==> src/logic/cair_map.vh <==
/*
  constants for the current-input converter control and readout block:
  measurement timing, configuration field positions, reset value, lane sizes.
  assumes it is included by bare name from the design files.
*/
`ifndef CAIR_MAP_VH
`define CAIR_MAP_VH

// measurement duration in master clock periods, fast and normal mode
`define CAIR_MEAS_FAST 10'd274
`define CAIR_MEAS_NORM 10'd544
// four conversion slots share one measurement
`define CAIR_SLOTS 3'd4
`define CAIR_SLOT_FAST (`CAIR_MEAS_FAST / 10'd4)
`define CAIR_SLOT_NORM (`CAIR_MEAS_NORM / 10'd4)
`define CAIR_LAST_SLOT 2'd3

// configuration register
`define CAIR_CFG_W 16
`define CAIR_CFG_RST 16'h8100
`define CAIR_CFG_MODE_BIT 14
`define CAIR_CFG_FAST_BIT 8
`define CAIR_CFG_LAST_BIT 5'd15

// result lanes: four lanes of four 16-bit words
`define CAIR_WORD_W 16
`define CAIR_LANE_W 64
`define CAIR_LANES 4
`define CAIR_MEM_W 64

`endif

==> src/logic/cair_sync.v <==
/*
  two flip-flop synchroniser for a vector of independent levels.
  assumes each bit is a slow level or a clock sampled for edges only.
*/
`timescale 1ns/1ns

module cair_sync
#(
  parameter W = 3
)
(
  // clock and reset
  input wire i_clk,
  input wire i_rst,
  // asynchronous levels in, synchronised levels out
  input wire [W-1:0] i_async,
  output reg [W-1:0] o_sync
);

reg [W-1:0] meta;

always @(posedge i_clk or posedge i_rst)
begin
  if (i_rst)
  begin
    meta <= {W{1'b0}};
    o_sync <= {W{1'b0}};
  end
  else
  begin
    meta <= i_async;
    o_sync <= meta;
  end
end

endmodule

==> src/logic/cair_result_mem.v <==
/*
  result store: four words, one per conversion slot, each holding the
  four converter results of that slot; registered read data.
  assumes one write and one read per cycle, same clock.
*/
`timescale 1ns/1ns
`include "cair_map.vh"

module cair_result_mem
(
  // clock and reset
  input wire i_clk,
  input wire i_rst,
  // write port
  input wire i_wr_en,
  input wire [1:0] i_wr_addr,
  input wire [`CAIR_MEM_W-1:0] i_wr_data,
  // read port
  input wire [1:0] i_rd_addr,
  output reg [`CAIR_MEM_W-1:0] o_rd_data
);

reg [`CAIR_MEM_W-1:0] mem [0:3];

always @(posedge i_clk)
begin
  if (i_wr_en)
    mem[i_wr_addr] <= i_wr_data;
end

always @(posedge i_clk or posedge i_rst)
begin
  if (i_rst)
    o_rd_data <= {`CAIR_MEM_W{1'b0}};
  else
    o_rd_data <= mem[i_rd_addr];
end

endmodule

==> src/logic/cair_top.v <==
/*
  digital control and readout of a 16-channel dual-integrator current
  converter: integration side switching, measurement sequencing of four
  shared converters, result store, serial result shift out with ready
  flag and daisy chain, serial configuration load with readback.
  assumes i_clk is the master clock; side select, serial shift clock and
  daisy input come from the host asynchronously; configuration input is
  driven by the host on the master clock.
*/
//
// Overview of operation
// - measurement lasts 274 or 544 master cycles
// - ready goes low when results are loaded
// - ready returns high after first shift-clock fall
// - lanes shift on shift-clock falls, first bit early
// - daisy input sampled on shift-clock rises
// - configuration bits captured on master clock falls
// - readback sends configuration bit 15 first
// - ready changes on master clock falling edge
// - select rise starts side A integration
// - select fall starts side B, converts side A
// - convert four slots, reset, load results, then idle
// - one side converts while other integrates
// - reset input initialises all logic but the result store words
// - every word shifts out MSB first
// - single-lane mode drives other lanes low
// - one 16-bit configuration register
`timescale 1ns/1ns
`include "cair_map.vh"

module cair_top
(
  // clock and reset
  input wire i_clk,
  input wire i_rst,
  // integration control from host
  input wire i_integrate_side_select,
  // serial readout from host
  input wire i_serial_shift_clock,
  input wire i_daisy_in,
  // configuration load
  input wire i_cfg_enable,
  input wire i_cfg_in,
  // results of the four shared converters
  input wire [`CAIR_MEM_W-1:0] i_adc_data,
  // serial readout to host
  output reg o_result_ready_n,
  output reg o_result_lane_first,
  output reg o_result_lane_second,
  output reg o_result_lane_third,
  output reg o_result_lane_fourth,
  // analog front-end control
  output reg o_side_a_integrate,
  output reg o_convert_side_a,
  output reg o_adc_start,
  output reg [1:0] o_adc_slot,
  output reg o_cap_reset
);

localparam ST_IDLE = 2'b00;
localparam ST_CONVERT = 2'b01;
localparam ST_RESET = 2'b10;
localparam ST_LOAD = 2'b11;

//////////////////////////////////////////////////////////////////////
// input synchronisers and edge detect

wire [2:0] sync_out;
reg sel_d;
reg sclk_d;
reg daisy_bit;

cair_sync #(.W(3)) u_sync
(
  .i_clk(i_clk),
  .i_rst(i_rst),
  .i_async({i_daisy_in, i_serial_shift_clock, i_integrate_side_select}),
  .o_sync(sync_out)
);

wire sel_s = sync_out[0];
wire sclk_s = sync_out[1];
wire daisy_s = sync_out[2];
wire sel_edge = sel_s ^ sel_d;
wire sclk_rise = sclk_s & ~sclk_d;
wire sclk_fall = ~sclk_s & sclk_d;

always @(posedge i_clk or posedge i_rst)
begin
  if (i_rst)
  begin
    sel_d <= 1'b0;
    sclk_d <= 1'b0;
    daisy_bit <= 1'b0;
  end
  else
  begin
    sel_d <= sel_s;
    sclk_d <= sclk_s;
    if (sclk_rise)
      daisy_bit <= daisy_s;
  end
end

//////////////////////////////////////////////////////////////////////
// configuration register, loaded on master clock falling edges

reg [`CAIR_CFG_W-1:0] cfg;
reg [`CAIR_CFG_W-1:0] cfg_shift;
reg [4:0] cfg_cnt;
reg cfg_done;

always @(negedge i_clk or posedge i_rst)
begin
  if (i_rst)
  begin
    cfg <= `CAIR_CFG_RST;
    cfg_shift <= {`CAIR_CFG_W{1'b0}};
    cfg_cnt <= 5'h00;
    cfg_done <= 1'b0;
  end
  else
  begin
    cfg_done <= 1'b0;
    if (i_cfg_enable)
    begin
      cfg_shift <= {cfg_shift[`CAIR_CFG_W-2:0], i_cfg_in};
      if (cfg_cnt == `CAIR_CFG_LAST_BIT)
      begin
        cfg <= {cfg_shift[`CAIR_CFG_W-2:0], i_cfg_in};
        cfg_cnt <= 5'h00;
        cfg_done <= 1'b1;
      end
      else
        cfg_cnt <= cfg_cnt + 5'h01;
    end
    else
      cfg_cnt <= 5'h00;
  end
end

wire fast = ~cfg[`CAIR_CFG_FAST_BIT];
wire par = cfg[`CAIR_CFG_MODE_BIT];
wire [9:0] meas_len = fast ? `CAIR_MEAS_FAST : `CAIR_MEAS_NORM;
wire [9:0] slot_len = fast ? `CAIR_SLOT_FAST : `CAIR_SLOT_NORM;

//////////////////////////////////////////////////////////////////////
// integration switching and measurement sequence

reg [1:0] state;
reg [9:0] meas_cnt;
reg [9:0] slot_cnt;
reg [2:0] rd_idx;
reg wr_en;
reg [1:0] wr_addr;
reg [`CAIR_MEM_W-1:0] wr_data;
reg load_done;
wire [`CAIR_MEM_W-1:0] rd_data;

always @(posedge i_clk or posedge i_rst)
begin
  if (i_rst)
  begin
    state <= ST_IDLE;
    meas_cnt <= 10'h000;
    slot_cnt <= 10'h000;
    rd_idx <= 3'h0;
    wr_en <= 1'b0;
    wr_addr <= 2'h0;
    wr_data <= {`CAIR_MEM_W{1'b0}};
    load_done <= 1'b0;
    o_side_a_integrate <= 1'b0;
    o_convert_side_a <= 1'b0;
    o_adc_start <= 1'b0;
    o_adc_slot <= 2'h0;
    o_cap_reset <= 1'b0;
  end
  else
  begin
    wr_en <= 1'b0;
    load_done <= 1'b0;
    o_adc_start <= 1'b0;
    if (sel_edge)
    begin
      o_side_a_integrate <= sel_s;
      o_convert_side_a <= ~sel_s;
      o_cap_reset <= 1'b0;
      o_adc_start <= 1'b1;
      o_adc_slot <= 2'h0;
      meas_cnt <= 10'h001;
      slot_cnt <= 10'h000;
      state <= ST_CONVERT;
    end
    else
    begin
      case (state)
        ST_CONVERT:
        begin
          meas_cnt <= meas_cnt + 10'h001;
          if (slot_cnt == slot_len - 10'h001)
          begin
            wr_en <= 1'b1;
            wr_addr <= o_adc_slot;
            wr_data <= i_adc_data;
            slot_cnt <= 10'h000;
            if (o_adc_slot == `CAIR_LAST_SLOT)
            begin
              o_cap_reset <= 1'b1;
              state <= ST_RESET;
            end
            else
            begin
              o_adc_slot <= o_adc_slot + 2'h1;
              o_adc_start <= 1'b1;
            end
          end
          else
            slot_cnt <= slot_cnt + 10'h001;
        end
        ST_RESET:
        begin
          meas_cnt <= meas_cnt + 10'h001;
          if (meas_cnt >= meas_len)
          begin
            o_cap_reset <= 1'b0;
            rd_idx <= 3'h0;
            state <= ST_LOAD;
          end
        end
        ST_LOAD:
        begin
          rd_idx <= rd_idx + 3'h1;
          if (rd_idx == `CAIR_SLOTS)
          begin
            load_done <= 1'b1;
            state <= ST_IDLE;
          end
        end
        default:
          state <= ST_IDLE;
      endcase
    end
  end
end

cair_result_mem u_mem
(
  .i_clk(i_clk),
  .i_rst(i_rst),
  .i_wr_en(wr_en),
  .i_wr_addr(wr_addr),
  .i_wr_data(wr_data),
  .i_rd_addr(rd_idx[1:0]),
  .o_rd_data(rd_data)
);

wire load_step = (state == ST_LOAD) && (rd_idx != 3'h0) && !sel_edge;

//////////////////////////////////////////////////////////////////////
// output shift lanes

reg [`CAIR_LANE_W*`CAIR_LANES-1:0] lanes;
wire [`CAIR_LANE_W*`CAIR_LANES-1:0] next_lanes;
wire [`CAIR_LANES-1:0] next_msb;

genvar k;
generate
  for (k = 0; k < `CAIR_LANES; k = k + 1)
  begin : g_lane
    wire [`CAIR_LANE_W-1:0] cur = lanes[k*`CAIR_LANE_W +: `CAIR_LANE_W];
    wire shift_in;
    if (k == `CAIR_LANES - 1)
      assign shift_in = par ? 1'b0 : daisy_bit;
    else if (k == 0)
      assign shift_in = par ? daisy_bit : lanes[(k+2)*`CAIR_LANE_W-1];
    else
      assign shift_in = par ? 1'b0 : lanes[(k+2)*`CAIR_LANE_W-1];
    wire [`CAIR_LANE_W-1:0] cfg_word;
    if (k == 0)
      assign cfg_word = {cfg, {(`CAIR_LANE_W-`CAIR_CFG_W){1'b0}}};
    else
      assign cfg_word = {`CAIR_LANE_W{1'b0}};
    assign next_lanes[k*`CAIR_LANE_W +: `CAIR_LANE_W] =
      cfg_done ? cfg_word :
      load_step ? {cur[`CAIR_LANE_W-`CAIR_WORD_W-1:0],
                   rd_data[k*`CAIR_WORD_W +: `CAIR_WORD_W]} :
      sclk_fall ? {cur[`CAIR_LANE_W-2:0], shift_in} :
      cur;
    if (k == 0)
      assign next_msb[k] = next_lanes[(k+1)*`CAIR_LANE_W-1];
    else
      assign next_msb[k] = par & next_lanes[(k+1)*`CAIR_LANE_W-1];
  end
endgenerate

reg ready_q;

always @(posedge i_clk or posedge i_rst)
begin
  if (i_rst)
  begin
    lanes <= {(`CAIR_LANE_W*`CAIR_LANES){1'b0}};
    ready_q <= 1'b1;
    o_result_lane_first <= 1'b0;
    o_result_lane_second <= 1'b0;
    o_result_lane_third <= 1'b0;
    o_result_lane_fourth <= 1'b0;
  end
  else
  begin
    lanes <= next_lanes;
    o_result_lane_first <= next_msb[0];
    o_result_lane_second <= next_msb[1];
    o_result_lane_third <= next_msb[2];
    o_result_lane_fourth <= next_msb[3];
    if (cfg_done || load_done)
      ready_q <= 1'b0;
    else if (sclk_fall && !ready_q)
      ready_q <= 1'b1;
  end
end

// ready leaves on the master clock falling edge, after the lanes settle
always @(negedge i_clk or posedge i_rst)
begin
  if (i_rst)
    o_result_ready_n <= 1'b1;
  else
    o_result_ready_n <= ready_q;
end

endmodule

==> config.mk <==
export PLATFORM = sky130hd
export DESIGN_NAME = cair_top
export DESIGN_NICKNAME = d
export VERILOG_FILES = /design/src/logic/cair_sync.v /design/src/logic/cair_result_mem.v /design/src/logic/cair_top.v
export VERILOG_INCLUDE_DIRS = /design/src /design/src/logic
export SDC_FILE = /design/constraint.sdc
export NUM_CORES = 1
export LEC_CHECK = 0
export BUFFER_PORTS_ARGS = -buffer_cell sky130_fd_sc_hd__buf_4
export CORE_MARGIN = 2
export CORE_UTILIZATION = 56
export CTS_CLUSTER_SIZE = 12
export DETAILED_ROUTE_END_ITERATION = 6
export GPL_ROUTABILITY_DRIVEN = 1
export PLACE_DENSITY = 0.73
export SLEW_MARGIN = 20
export SYNTH_ARGS = -nofsm -noshare
export SYNTH_HDL_FRONTEND = slang
export SYNTH_HIERARCHICAL = 1
export SYNTH_SLANG_ARGS = --single-unit
==> constraint.sdc <==
create_clock -name i_clk -period 12.65 [get_ports i_clk]
set_clock_uncertainty 0.2 [all_clocks]
set_input_delay 1.265 -clock i_clk [delete_from_list [all_inputs] [get_ports i_clk]]
set_output_delay 1.265 -clock i_clk [all_outputs]
set_load 0.02 [all_outputs]
==> flow_metrics.py <==
metrics = {
    "place": {
        "place_congestion": 0.783,
        "placed_cell_area_mm2": 0.0302,
        "port_buffers": 81,
        "dpl.hpwl_um": 31400,
    },
    "logic_synthesis": {
        "ys_async_sr_fraction": 0.647,
        "synthSimpleGateAreaFrac": 0.119,
        "ys_seq_area_frac": 0.665,
        "synth.area.mux_share": 0.0900,
        "synthDistinctLibCells": 54,
        "synth_fp_nets": 2382,
        "ys.warnings.count": 6,
        "synthFlopType": "dfrtp_1",
        "syn_avg_cell_area_um2": 12.7,
        "synthAdderAreaFrac": 0.00633,
        "synth_top_family_by_area": "simple AND/OR/NAND/NOR gates",
        "syn_area_mm2": 0.0292,
        "synth-compound-area-share": 0.0862,
        "synth_xor_area_frac": 0.00419,
        "netlist_instances": 2297,
        "ys_seq_elements": 726,
        "synth_edf_count": 256,
    },
    "timing": {
        "final-hold-violation-count": 0,
        "setup_viol": 0,
        "rsz0062_at_grt": "false",
        "slew_headroom": 0.226,
        "drv_slew": 0,
        "max_slew.worst_pin.slew_ps": 1160,
        "whs_ps": 152,
    },
    "cts": {
        "cts_buffers": 74,
        "ctsResizeCount": 0,
        "cts_max_level": 3,
        "cts.sinks": 726,
        "clk-insertion-delay-late_ps": 630,
        "path_clk_slew_ps": 60,
        "clock-root-buffer": "clkbuf_16",
        "clk_path_buf_depth": 3,
        "cts_setup_buffers": 0,
        "cts_tree": "yes",
        "postCtsHoldBufs": 0,
    },
    "final_layout": {
        "drive_gt1_frac": 0.145,
        "multi_input_area_mm2": 0.00896,
        "fill_cells": 3827,
        "final_util": 0.629,
        "syn2layout_area_growth_pct": 10.9,
        "diodes": 0,
        "layout.nets": 2390,
        "finalInstanceArea_mm2": 0.0324,
        "seqCellArea_mm2": 0.0195,
    },
    "detailed_routing": {
        "routedWlPerCell_um": 19.0,
        "drtIter0Drc": 1488,
        "ant_nets": 0,
        "routed_via_density": 5.90,
        "wirelength_um": 57900,
        "drc": 0,
        "vias": 18000,
        "drt-pass1-iter-count": 5,
    },
    "worst_setup_path": {
        "reg2reg_slack_ps": 2930,
        "path_class": "register to register",
        "path_cells": "or4b_4 > a2111oi_4 > nand2_2 > nor2_4 > buf_4 > mux2_2",
        "critPathArrivalTime_ps": 10000,
        "crit_slowest_cell": "buf_4",
        "crit_required_ps": 12940,
        "end_kind": "register",
        "cp-start-kind": "register",
        "cp_max_fo": 58,
        "critical_path.max_stage_delay_ps": 650,
    },
    "global_routing": {
        "antenna_found_initial": 2,
        "track_usage": 0.222,
        "grt_max_degree": 260,
        "grt_pass1_vias": 18200,
        "grt_pass1_wl_um": 96200,
        "overflow": 0,
    },
    "floorplanning": {
        "row_count": 83,
        "ios": 82,
        "die_area_mm2": 0.0541,
        "die_y_um": 232,
        "start_util": 0.568,
        "core-area_mm2": 0.0515,
        "dieWidth_um": 232,
    },
    "run": {
        "timing.max_cap.violations": 0,
    },
    "power_and_ir_drop": {
        "p_leak_nw": 12.4,
        "vdd_drop_max_v": 0.000132,
        "p_per_area_mw_per_mm2": 197,
    },
    "status": {
        "status": "finished clean",
    },
    "worst_hold_path": {
        "hp-class": "register to register",
    },
}
logic make-up (layout without fill, tap and decap cells):
kind of cell    count (synthesis)  in the layout
fa+ha+maj                      15             15
simple gates                  878            878
buf+inv                       187            255
mux                           169            169
flops                         726            726
xor+xnor                       14             14
compound gates                308            308
state kept, by name, indices dropped and copies added, names as in the netlist, 2 cells and up:
| signal | flops |
|---|---|
| lanes | 256 |
| u_mem/mem | 256 |
| u_mem/o_rd_data | 64 |
| wr_data | 64 |
| cfg | 16 |
| cfg_shift | 15 |
| meas_cnt | 10 |
| slot_cnt | 10 |
| cfg_cnt | 5 |
| rd_idx | 3 |
| u_sync/meta | 3 |
| u_sync/o_sync | 3 |
| o_adc_slot | 2 |
| state | 2 |
| wr_addr | 2 |
layout by cell type (no fill, tap or decap), types with 4 or more instances in the layout:
master,n
nand2_1,540
dfrtp_1,429
nor2_1,271
edfxtp_1,256
a311oi_1,237
buf_4,99
clkbuf_16,77
mux2_2,69
mux4_2,60
o21ai_0,42
clkbuf_1,42
dfrtn_1,35
mux2_1,30
nand3_1,26
inv_1,14
ha_1,14
xor2_1,11
clkbuf_8,8
a21oi_1,6
mux2i_1,6
nor3b_1,5
and3_1,5
clkinv_2,5
a211oi_1,4
and2_1,4
a21o_1,4
a22o_1,4
dfstp_2,4
buf_12,4
mux4_1,4
report_power, final:
group / leakage, nW / switching (mW) / internal [mW]
Sequential: 7.55 / 0.397 / 2.89
Combinational: 3.72 / 0.540 / 0.510
Clock: 1.11 / 0.852 / 1.19
cell type report:
cell class | count | area share
multi-input combinational | 1384 | 0.276
clock buffer | 127 | 0.0677
inverter | 13 | 0.00162
tap | 680 | 0.0262
timing repair buffer | 103 | 0.0254
clock inverter | 12 | 0.00232
sequential | 726 | 0.600
worst paths after layout:
check                                        end           start  depth (start not counted)
worst min-delay path            u_sync/o_sync[1]  u_sync/meta[1]                          0
min in group asynchronous         u_sync/meta[0]           i_rst                          2
worst max-delay path                 wr_data[40]          cfg[8]                          6
max in group asynchronous          cfg_shift[12]           i_rst                          3
worst max register to register       wr_data[40]          cfg[8]                          6
worst min register to register  u_sync/o_sync[1]  u_sync/meta[1]                          0
through the flow:
step	cells	total power [mW]	TNS, ps	setup WS, ps
after global routing	3045	6.72	0	2760
final	3045	6.37	0	2930
after CTS	3045	6.42	0	2940
after global placement	2907	4.31	0	3060
after floorplan	2297	4.10	-11790	-337
after detailed placement	2907	4.37	0	2980
per-layer routing:
layer  vias up  track usage  routed length [um]
met5         -            0                   0
met4         0       0.0657                1030
met3        81       0.0330                2500
met2       417        0.347               27400
met1      9167        0.328               27000
li1       8315            -                   -
synthesized netlist by cell type (2+ instances only):
master	number	area, um2
and3_1	6	37.5
a311oi_1	237	2080
a22o_1	4	35.0
nand2b_1	4	25.0
mux2_1	30	338
nor3_1	3	15.0
nand4_1	2	12.5
o21ai_0	42	210
nor2b_1	3	18.8
clkbuf_1	148	556
a211oi_1	4	30.0
a31oi_1	3	18.8
and4_1	2	17.5
buf_12	6	120
dfrtp_1	431	10800
edfxtp_1	256	7690
mux2_2	69	777
and2_1	4	25.0
buf_6	5	56.3
nand3_1	27	135
xnor2_1	3	26.3
buf_2	6	30.0
a21oi_1	6	30.0
dfrtn_1	35	876
a21o_1	4	30.0
dfstp_2	4	105
xor2_1	11	96.3
nand2_1	540	2030
mux2i_1	6	60.1
inv_1	14	52.6
mux4_1	4	105
ha_1	14	175
and3b_1	4	35.0
nor2_1	271	1020
buf_4	3	22.5
mux4_2	60	1350
nor3b_1	6	45.0
buf_1	4	15.0
critical path: cells and delay by family, from the launching register on:
| kind | cells | cell delay, ps |
|---|---|---|
| AND/OR/NAND/NOR | 3 | 920 |
| buffers and inverters | 1 | 650 |
| AO/OA/AOI/OAI | 1 | 550 |
| multiplexers | 1 | 420 |
| flip-flops | 1 | 400 |
(Power assumes the default switching activity.)
